## src/handler_ctrl_cfg.svh

```systemverilog
`ifndef HANDLER_CTRL_CFG_SVH
`define HANDLER_CTRL_CFG_SVH
// register word offsets (byte addresses)
`define OFS_PRIO_FAULT 8'h00
`define OFS_PRIO_SVC 8'h04
`define OFS_PRIO_TICK 8'h08
`define OFS_CTRL_STATE 8'h0c
`define OFS_CONFIG 8'h10
`define OFS_IRQ_STATUS 8'h14
`define OFS_IRQ_MASK 8'h18
// config register fields
`define CFG_TRIG_BIT 1
`define CFG_THREAD_BIT 0
// control and state fields
`define CS_USG_EN_BIT 18
`define CS_BUS_EN_BIT 17
`define CS_MEM_EN_BIT 16
`define CS_SVC_PEND_BIT 15
`define CS_BUS_PEND_BIT 14
`define CS_MEM_PEND_BIT 13
`define CS_USG_PEND_BIT 12
`define CS_TICK_ACT_BIT 11
`define CS_PSV_ACT_BIT 10
`define CS_MON_ACT_BIT 8
`define CS_SVC_ACT_BIT 7
`define CS_USG_ACT_BIT 3
`define CS_BUS_ACT_BIT 1
`define CS_MEM_ACT_BIT 0
`define CS_WRITE_MASK 32'h0007fd8b
// priority storage: upper nibble of each implemented byte lane
`define PRIO_MASK_FAULT 32'h00f0f0f0
`define PRIO_MASK_SVC 32'hf0000000
`define PRIO_MASK_TICK 32'hf0f00000
`define RESET_ZERO 32'h00000000
// interrupt status bits
`define IRQ_ESCALATE_BIT 0
`define IRQ_TRIG_DENY_BIT 1
`define IRQ_THREAD_DENY_BIT 2
`endif

```

## src/handler_ctrl_pkg.sv

```systemverilog
`default_nettype none
package handler_ctrl_pkg;
  typedef logic [31:0] word_t;
  typedef logic [3:0] prio_t;
  typedef enum {st_run, st_escalate} fault_state_t;
endpackage
`default_nettype wire

```

## src/handler_irq_unit.sv

```systemverilog
`default_nettype none
`include "handler_ctrl_cfg.svh"
module handler_irq_unit
  import handler_ctrl_pkg::*;
#(
  parameter int WIDTH = 3
) (
  input wire logic clk,
  input wire logic rst_n,
  input wire logic [WIDTH-1:0] event_in,
  input wire logic wr_status,
  input wire logic wr_mask,
  input wire logic [WIDTH-1:0] wdata,
  output logic [WIDTH-1:0] status,
  output logic [WIDTH-1:0] mask,
  output logic irq
);
  // refused at elaboration: status and mask must fit one register word
  if (WIDTH < 1 || WIDTH > 32) begin : g_width_check
    $error("bad WIDTH");
  end
  typedef struct packed {
    logic [WIDTH-1:0] status;
    logic [WIDTH-1:0] mask;
  } irq_state_t;
  irq_state_t s_q, s_d;
  always_comb begin
    s_d = s_q;
    // a new event beats a write-one clear in the same cycle
    if (wr_status) begin
      s_d.status = s_q.status & ~wdata;
    end
    s_d.status = s_d.status | event_in;
    if (wr_mask) begin
      s_d.mask = wdata;
    end
  end
  always_ff @(posedge clk or negedge rst_n) begin
    if (!rst_n) begin
      s_q <= '0;
    end else begin
      s_q <= s_d;
    end
  end
  assign status = s_q.status;
  assign mask = s_q.mask;
  assign irq = |(s_q.status & s_q.mask);
endmodule // handler_irq_unit
`default_nettype wire

```

## src/system_handler_prio_ctrl.sv

```systemverilog
// Decided for this implementation: strobed register access and the register offsets.
`default_nettype none
`include "handler_ctrl_cfg.svh"
module system_handler_prio_ctrl
  import handler_ctrl_pkg::*;
(
  input wire logic clk,
  input wire logic rst_n,
  input wire logic [7:0] addr,
  input wire logic [31:0] wdata,
  input wire logic [3:0] wbe,
  input wire logic wr_en,
  input wire logic rd_en,
  output logic [31:0] rdata,
  input wire logic trig_req,
  input wire logic trig_privileged,
  output logic trig_grant,
  input wire logic thread_ret_req,
  output logic thread_ret_ok,
  input wire logic mem_fault_evt,
  input wire logic bus_fault_evt,
  input wire logic usage_fault_evt,
  output logic hard_fault,
  output logic [3:0] memory_fault_priority,
  output logic [3:0] bus_error_priority,
  output logic [3:0] usage_error_priority,
  output logic [3:0] supervisor_call_priority,
  output logic [3:0] pendable_service_priority,
  output logic [3:0] system_tick_priority,
  output logic irq
);

  ////////////////////////////////////////////////////////////////////////////
  // state

  typedef struct packed {
    word_t prio_fault;
    word_t prio_svc;
    word_t prio_tick;
    word_t ctrl_state;
    logic trig_enable;
    logic thread_any;
    word_t rdata;
    logic hard_fault;
    fault_state_t fstate;
  } ctrl_state_t;

  ctrl_state_t s_q, s_d;

  logic [2:0] irq_status;
  logic [2:0] irq_mask;
  logic [2:0] irq_events;
  logic escalate;
  logic any_active;

  // byte-lane merge, keeping only bits that exist
  function automatic word_t lane_write(input word_t old, input word_t nv, input logic [3:0] be,
                                       input word_t keep);
    word_t r;
    r = old;
    for (int i = 0; i < 4; i++) begin
      if (be[i]) begin
        r[i*8 +: 8] = nv[i*8 +: 8];
      end
    end
    lane_write = r & keep;
  endfunction

  ////////////////////////////////////////////////////////////////////////////
  // fault escalation and mode checks

  always_comb begin
    escalate = 1'b0;
    if (mem_fault_evt && !s_q.ctrl_state[`CS_MEM_EN_BIT]) begin
      escalate = 1'b1;
    end
    if (bus_fault_evt && !s_q.ctrl_state[`CS_BUS_EN_BIT]) begin
      escalate = 1'b1;
    end
    if (usage_fault_evt && !s_q.ctrl_state[`CS_USG_EN_BIT]) begin
      escalate = 1'b1;
    end
  end

  assign any_active = s_q.ctrl_state[`CS_TICK_ACT_BIT] | s_q.ctrl_state[`CS_PSV_ACT_BIT]
                    | s_q.ctrl_state[`CS_MON_ACT_BIT] | s_q.ctrl_state[`CS_SVC_ACT_BIT]
                    | s_q.ctrl_state[`CS_USG_ACT_BIT] | s_q.ctrl_state[`CS_BUS_ACT_BIT]
                    | s_q.ctrl_state[`CS_MEM_ACT_BIT];

  // handshake outputs are combinational on purpose: the core asks and acts in one cycle
  assign trig_grant = trig_req & (trig_privileged | s_q.trig_enable);
  assign thread_ret_ok = thread_ret_req & (s_q.thread_any | !any_active);

  assign irq_events[`IRQ_ESCALATE_BIT] = escalate;
  assign irq_events[`IRQ_TRIG_DENY_BIT] = trig_req & !trig_grant;
  assign irq_events[`IRQ_THREAD_DENY_BIT] = thread_ret_req & !thread_ret_ok;

  ////////////////////////////////////////////////////////////////////////////
  // register file

  always_comb begin
    s_d = s_q;
    s_d.rdata = '0;
    if (wr_en) begin
      case (addr)
        `OFS_PRIO_FAULT: begin
          s_d.prio_fault = lane_write(s_q.prio_fault, wdata, wbe, `PRIO_MASK_FAULT);
        end
        `OFS_PRIO_SVC: begin
          s_d.prio_svc = lane_write(s_q.prio_svc, wdata, wbe, `PRIO_MASK_SVC);
        end
        `OFS_PRIO_TICK: begin
          s_d.prio_tick = lane_write(s_q.prio_tick, wdata, wbe, `PRIO_MASK_TICK);
        end
        `OFS_CTRL_STATE: begin
          // enables, pending and active all writable; reserved bits dropped
          s_d.ctrl_state = lane_write(s_q.ctrl_state, wdata, wbe, `CS_WRITE_MASK);
        end
        `OFS_CONFIG: begin
          if (wbe[0]) begin
            s_d.trig_enable = wdata[`CFG_TRIG_BIT];
            s_d.thread_any = wdata[`CFG_THREAD_BIT];
          end
        end
        default: begin
        end
      endcase
    end
    if (rd_en) begin
      case (addr)
        `OFS_PRIO_FAULT: s_d.rdata = s_q.prio_fault;
        `OFS_PRIO_SVC: s_d.rdata = s_q.prio_svc;
        `OFS_PRIO_TICK: s_d.rdata = s_q.prio_tick;
        `OFS_CTRL_STATE: s_d.rdata = s_q.ctrl_state;
        `OFS_CONFIG: begin
          s_d.rdata[`CFG_TRIG_BIT] = s_q.trig_enable;
          s_d.rdata[`CFG_THREAD_BIT] = s_q.thread_any;
        end
        `OFS_IRQ_STATUS: s_d.rdata = {29'h0, irq_status};
        `OFS_IRQ_MASK: s_d.rdata = {29'h0, irq_mask};
        default: s_d.rdata = '0;
      endcase
    end
    // escalation shows as hard fault one cycle later, held for as long as escalation lasts
    case (s_q.fstate)
      st_run: begin
        s_d.hard_fault = escalate;
        s_d.fstate = escalate ? st_escalate : st_run;
      end
      st_escalate: begin
        s_d.hard_fault = escalate;
        s_d.fstate = escalate ? st_escalate : st_run;
      end
      default: begin
        s_d.hard_fault = 1'b0;
        s_d.fstate = st_run;
      end
    endcase
  end

  always_ff @(posedge clk or negedge rst_n) begin
    if (!rst_n) begin
      s_q <= '{prio_fault: `RESET_ZERO, prio_svc: `RESET_ZERO, prio_tick: `RESET_ZERO,
               ctrl_state: `RESET_ZERO, trig_enable: 1'b0, thread_any: 1'b0,
               rdata: `RESET_ZERO, hard_fault: 1'b0, fstate: st_run};
    end else begin
      s_q <= s_d;
    end
  end

  ////////////////////////////////////////////////////////////////////////////
  // interrupts

  handler_irq_unit #(.WIDTH(3)) u_irq (
    .clk(clk),
    .rst_n(rst_n),
    .event_in(irq_events),
    .wr_status(wr_en && addr == `OFS_IRQ_STATUS && wbe[0]),
    .wr_mask(wr_en && addr == `OFS_IRQ_MASK && wbe[0]),
    .wdata(wdata[2:0]),
    .status(irq_status),
    .mask(irq_mask),
    .irq(irq)
  );

  ////////////////////////////////////////////////////////////////////////////
  // outputs

  assign rdata = s_q.rdata;
  assign hard_fault = s_q.hard_fault;
  assign memory_fault_priority = s_q.prio_fault[7:4];
  assign bus_error_priority = s_q.prio_fault[15:12];
  assign usage_error_priority = s_q.prio_fault[23:20];
  assign supervisor_call_priority = s_q.prio_svc[31:28];
  assign pendable_service_priority = s_q.prio_tick[23:20];
  assign system_tick_priority = s_q.prio_tick[31:28];

endmodule // system_handler_prio_ctrl
`default_nettype wire

```

## config.mk

```make
export PLATFORM = sky130hd
export DESIGN_NAME = system_handler_prio_ctrl
export DESIGN_NICKNAME = d
export VERILOG_FILES = /design/src/handler_ctrl_pkg.sv /design/src/handler_irq_unit.sv /design/src/system_handler_prio_ctrl.sv
export VERILOG_INCLUDE_DIRS = /design/src
export SDC_FILE = /design/constraint.sdc
export NUM_CORES = 1
export LEC_CHECK = 0
export ABC_AREA = 1
export BUFFER_PORTS_ARGS = -buffer_cell sky130_fd_sc_hd__buf_2
export CORE_MARGIN = 2
export CORE_UTILIZATION = 40
export DETAILED_ROUTE_END_ITERATION = 6
export GPL_ROUTABILITY_DRIVEN = 0
export PLACE_DENSITY_LB_ADDON = 0.25
export SLEW_MARGIN = 20
export SYNTH_ARGS = -nofsm -noshare
export SYNTH_HDL_FRONTEND = slang
export SYNTH_SLANG_ARGS = --single-unit
```

## constraint.sdc

```tcl
create_clock -name clk -period 2.3 [get_ports clk]
set_clock_uncertainty 0.1 [all_clocks]
set_input_delay 0.23 -clock clk [delete_from_list [all_inputs] [get_ports clk]]
set_output_delay 0.23 -clock clk [all_outputs]
set_load 0.05 [all_outputs]
```

==> results of run 1 <==
==> routing by layer <==
layer	part of all wire, %	vias up
met2	47	93
met3	6.7	12
li1	-	1411
met5	0	-
met1	45	1323
met4	1.1	0
==> cell families (layout without fill, tap and decap cells) <==
family / Yosys count / after routing / share of synthesized area (%)
other: 1 / 6 / 0.0999
DFF: 73 / 73 / 48.7
and+or+nand+nor: 206 / 206 / 28.0
AOI/OAI and AO/OA: 46 / 46 / 6.23
buffers and inverters: 105 / 168 / 17.0
==> path summary, 6_finish.rpt <==
| kind | start | to | slack, ps | cells past startpoint |
|---|---|---|---|---|
| max | s_q[70]$_DFFE_PN0P_ | thread_ret_ok | 480 | 4 |
| min | wdata[23] | pendable_service_priority[3]$_DFFE_PN0P_ | 20 | 3 |
| max reg2reg | s_q[84]$_DFFE_PN0P_ | u_irq.status[0]$_DFF_PN0_ | 1170 | 4 |
| min reg2reg | supervisor_call_priority[2]$_DFFE_PN0P_ | supervisor_call_priority[2]$_DFFE_PN0P_ | 400 | 2 |
| max in group asynchronous | rst_n | system_tick_priority[2]$_DFFE_PN0P_ | 1020 | 2 |
| min in group asynchronous | rst_n | rdata[17]$_DFF_PN0_ | 480 | 2 |
==> report_power, final <==
group	internal (mW)	total, mW	switching (mW)
combinational	0.0748	0.278	0.203
sequential	1.32	1.34	0.0216
clock	0.528	1.00	0.473
total	1.92	2.62	0.697
==> Yosys cell counts <==
library cell and instances:
sky130_fd_sc_hd__a21oi_1 8, sky130_fd_sc_hd__a22o_1 1, sky130_fd_sc_hd__buf_12 1, sky130_fd_sc_hd__buf_4 58, sky130_fd_sc_hd__buf_6 1, sky130_fd_sc_hd__conb_1 1
sky130_fd_sc_hd__dfrtp_1 73, sky130_fd_sc_hd__inv_1 41, sky130_fd_sc_hd__inv_2 3, sky130_fd_sc_hd__inv_4 1, sky130_fd_sc_hd__nand2_1 102, sky130_fd_sc_hd__nand2_2 7
sky130_fd_sc_hd__nand2_4 5, sky130_fd_sc_hd__nand3_1 30, sky130_fd_sc_hd__nand3_2 3, sky130_fd_sc_hd__nand3_4 1, sky130_fd_sc_hd__nor2_1 28, sky130_fd_sc_hd__nor2_2 11
sky130_fd_sc_hd__nor2_4 12, sky130_fd_sc_hd__nor2_8 1, sky130_fd_sc_hd__nor3_1 1, sky130_fd_sc_hd__nor3b_1 5, sky130_fd_sc_hd__o21ai_0 32, sky130_fd_sc_hd__o21ai_1 5
==> critical path: stages (launching register included) <==
cell	delay, ps
sky130_fd_sc_hd__dfrtp_1	410
sky130_fd_sc_hd__nor3_1	230
sky130_fd_sc_hd__a21oi_1	140
sky130_fd_sc_hd__nor2_1	100
sky130_fd_sc_hd__buf_2	260
==> per-stage QoR <==
stage	util [%]	hold slack, ps	instance area, um2	setup slack [ps]	cells
detailed placement	43.2	339	3950	662	588
CTS	46.0	1.71	4210	442	610
global route	46.0	19.5	4210	392	610
finish	46.0	19.1	4210	480	610
global placement	43.2	338	3950	661	588
floorplan	-	-166	3770	686	436
==> state kept, by name, indices dropped and copies added (netlist names) <==
register / cells
supervisor_call_priority: 4
system_tick_priority: 4
pendable_service_priority: 4
u_irq.status: 3
s_q: 16
bus_error_priority: 4
hard_fault: 1
memory_fault_priority: 4
rdata: 26
usage_error_priority: 4
u_irq.mask: 3
==> cell type report <==
class	instances	area (um2)
fill	942	4940
sequential	73	1830
multi-input combinational	258	1310
timing repair buffer	107	568
inverter	45	171
clock buffer	11	141
tap	111	139
clock inverter	5	55.1
==> results.txt, run 1 <==
total DRC errors in the routed layout = 0
CTS root buf = sky130_fd_sc_hd__clkbuf_8
most frequent cells in the layout = 102 x sky130_fd_sc_hd__nand2_1, 100 x sky130_fd_sc_hd__buf_2, 73 x sky130_fd_sc_hd__dfrtp_1, 41 x sky130_fd_sc_hd__inv_1, 32 x sky130_fd_sc_hd__o21ai_0
synthesized flop and latch total = 73
fin crit period = 1820 ps
starting density of the core = 41.0%
worst-skew pair later-pin latency = 340 ps
first drt pass iteration count = 4
top-level port count = 114
class of the most critical hold timing path = input pin to register
post-synthesis cell type count = 24
via count = 2839
initial antenna violation count = 0
total global routing track utilization = 16.7%
cts hold-fix bufs = 6
quantity of I/O buffers inserted on ports = 101
DR vias/cell = 4.65
static power due to leakage = 2.32 nW
Die Outline Area = 10200 um2
TritonCTS clock tree = yes
launching element type of the critical path = register
startpoint-to-endpoint class of the critical path = register to primary output
number of setup violations in the final report = 0
number of sinks handled by clock tree synthesis = 73
CTS H-Tree Depth = 3
deepest clock path buffer count = 2
antenna cells = 0
number of hold violations in the final report = 0
unrepaired setup endpoints after global routing = no
wire length of the first global-routing pass = 13100 um
met3 Use GR = 4.23%
actual transition at the worst max-transition pin = 927 ps
final-stage net count = 548
Post-Syn Instances = 431
proportion of netlist area held by the largest area contributor = 48.7%
Max VDD drop = 290 uV
sequential fraction of the synthesis area = 48.7%
proportion of layout cells with a drive suffix above 1 = 32.1%
Post-Synthesis Mean Instance Area = 8.71 um2
starting DRC count in detailed routing = 127
worst slew margin relative to its limit = 38.2%
result of the run = finished, final reports clean
HPWL after DPL = 5790 um
leading cell types by total area after synthesis = sky130_fd_sc_hd__dfrtp_1 49%, sky130_fd_sc_hd__buf_4 12%, sky130_fd_sc_hd__nand2_1 10%
met1 track demand over resource = 22.2%
element type at the critical path end = primary output
area grow syn2layout = 12.1%
die height = 101 um
total chip power = 2.62 mW
Total Negative Setup Slacks = 0 ps
post-synthesis cell area = 3750 um2
antenna viol nets, final = 0
Data arrival, critical path = 1490 ps
via count of the first global-routing pass = 2728
core region area = 9150 um2
total clock buffers created by CTS = 9
overflow left after global routing = 0
post-synthesis cell type with the largest combined area = sky130_fd_sc_hd__dfrtp_1
part of the cycle the worst path needs = 79.1%
Crit path required time = 1970 ps
most used routing layer = met2
met2 track demand over resource in global routing = 26.4%
power per cell area = 621 nW/um2
Synthesis Warnings = 0
Crit Path Max Fanout = 3
DR WL/cell = 13.1 um
Total Routed Length = 7960 um
commonest non-fill, non-tap cell in the layout = sky130_fd_sc_hd__nand2_1
die width = 101 um
number of maximum-capacitance constraint violations = 0
Slew Limit Fails = 0
count of cells resized by post-cts repair = 0
Clock Pin Slew Worst Setup and Hold Paths = 70 ps
Post CTS Setup Buffer Count = 0
achievable frequency = 550 MHz
largest net degree at the start of global routing = 74
Std-Cell Rows = 35
(Power assumes the default switching activity.)
==> run 2: changes to the inputs <==
- clock period: 2.3 -> 1.8 ns (I/O delays scaled with it)
==> results.txt, run 2 (same netlist as run 1, synthesis figures left out) <==
fin crit period = 1700 ps
Data arrival, critical path = 1420 ps
deepest clock path buffer count = 2
CP Cell Sequence = inv_2 > nand3_2 > nor2_4 > a21oi_2 > nor2_1 > buf_6
total chip power = 3.39 mW
CTS root buf = sky130_fd_sc_hd__clkbuf_8
Post CTS Setup Buffer Count = 0
number of setup violations in the final report = 0
part of the cycle the worst path needs = 94.2%
die width = 101 um
class of the most critical hold timing path = input pin to register
storage element area = 1830 um2
achievable frequency = 590 MHz
final cell count without fillers = 640
element type at the critical path end = primary output
proportion of layout cells with a drive suffix above 1 = 31.8%
starting DRC count in detailed routing = 111
routed wl met3 = 504 um
net switching power figure = 0.891 mW
max reg flops = 26
startpoint-to-endpoint class of the critical path = register to primary output
sequential share of power = 50.5%
result of the run = finished, final reports clean
Final Instance Area = 4530 um2
internal power consumption = 2.50 mW
Crit Path Max Fanout = 2
total global routing track utilization = 17.5%
Max VDD drop = 337 uV
cell family with the largest share of critical-path delay = flip-flops
most frequent cells in the layout = 102 x sky130_fd_sc_hd__nand2_1, 99 x sky130_fd_sc_hd__buf_2, 73 x sky130_fd_sc_hd__dfrtp_1, 39 x sky130_fd_sc_hd__inv_1
launching element type of the critical path = register
number of maximum-capacitance constraint violations = 0
clock share of power = 37.5%
Die Outline Area = 10200 um2
power per cell area = 747 nW/um2
Crit path required time = 1520 ps
highest metal used = met4
antenna cells = 0
TritonCTS clock tree = yes
area grow syn2layout = 20.7%
length of routed met2 wiring = 4010 um
static power due to leakage = 2.45 nW
total clock buffers created by CTS = 9
slowest stage cell on the critical path = sky130_fd_sc_hd__dfrtp_1
via count = 2961
net switching fraction of the power = 26.3%
antenna viol nets, final = 0
post-detailed-placement cell area = 4000 um2
Clock Pin Slew Worst Setup and Hold Paths = 70 ps
crit path buf inv count = 2
die height = 101 um
starting density of the core = 41.0%
Total Routed Length = 8420 um
quantity of I/O buffers inserted on ports = 101
largest net degree at the start of global routing = 42
Fillers = 898
number of cells after detailed placement = 592
critical path's largest stage delay = 390 ps
via count of the first global-routing pass = 2828
DR WL/cell = 13.2 um
fraction of power consumed by combinational cells = 12.0%
number of sinks handled by clock tree synthesis = 73
overflow left after global routing = 0
smallest hold slack = 92.9 ps
Std-Cell Rows = 35
CTS H-Tree Depth = 3
commonest non-fill, non-tap cell in the layout = sky130_fd_sc_hd__nand2_1
met1 wire length = 3800 um
final-stage net count = 578
unrepaired setup endpoints after global routing = no
worst-skew pair later-pin latency = 340 ps
HPWL after DPL = 6030 um
initial antenna violation count = 0
core region area = 9150 um2
wire length of the first global-routing pass = 13800 um
Total Negative Setup Slacks = 0 ps
number of hold violations in the final report = 0
total DRC errors in the routed layout = 0
multi-input gate area in the final layout = 1330 um2
first drt pass iteration count = 4
Slew Limit Fails = 0
DR vias/cell = 4.63
top-level port count = 114
-- run 2: cell types whose count changed in the layout (fill, tap and decap cells not counted), sizes merged --
cell / change
clkbuf: +2
dlygate4sd3: +26
clkinvlp: -2
buf: +4
-- run 2: what timing repair did --
action / CTS / global route
gates resized for setup: 1 / 8
hold buffers: 32 / 0
endpoints found under the setup margin: 1 / 2
pin swaps: 0 / 2
endpoints found under the hold margin: 72 / 0
-- run 2: worst paths after layout --
kind / slack [ps] / depth (start not counted) / from / to
max: 100 / 6 / s_q[75]$_DFFE_PN0P_ / thread_ret_ok
min reg2reg: 400 / 2 / supervisor_call_priority[1]$_DFFE_PN0P_ / supervisor_call_priority[1]$_DFFE_PN0P_
max reg2reg: 170 / 7 / s_q[75]$_DFFE_PN0P_ / u_irq.status[2]$_DFF_PN0_
max in group asynchronous: 780 / 3 / rst_n / system_tick_priority[3]$_DFFE_PN0P_
min: 90 / 4 / mem_fault_evt / hard_fault$_DFF_PN0_
min in group asynchronous: 230 / 2 / rst_n / memory_fault_priority[1]$_DFFE_PN0P_
-- run 2: power by group through the flow --
stage | clock network, mW | registers, mW | logic, mW
4_1_cts | 1.30 | 1.71 | 0.409
6_report | 1.27 | 1.71 | 0.406
3_3_place_gp | 0 | 1.74 | 0.353
5_1_grt | 1.36 | 1.72 | 0.446
2_1_floorplan | 0 | 1.74 | 0.233
3_5_place_dp | 0 | 1.74 | 0.357
-- run 2: layout make-up --
cell class	instances	area share (%)
flip-flops and latches	73	40.3
multi-input cells	258	29.3
repair buffers	137	19.3
inverters	45	3.78
clock buffers	13	3.28
well taps	111	3.06
clock inverters	3	0.883
-- run 2: tightest hold or removal path, delay by kind of cell --
family / cells / cell delay, ps
compound gates: 2 / 190
buf+inv: 2 / 130
-- run 2: metrics by stage --
| stage | util [%] | setup slack, ps |
|---|---|---|
| 5_1_grt | 49.5 | 15.3 |
| 4_1_cts | 49.3 | 22.7 |
| 2_1_floorplan | - | 236 |
| 3_3_place_gp | 43.7 | 281 |
| 3_5_place_dp | 43.7 | 234 |
| 6_report | 49.5 | 105 |
-- run 2: layer usage --
layer | up-vias | GRT usage [%]
li1 | 1464 | -
met1 | 1395 | 23.3
met2 | 95 | 27.6
met3 | 7 | 4.72
met4 | 0 | 6.22
met5 | - | 0
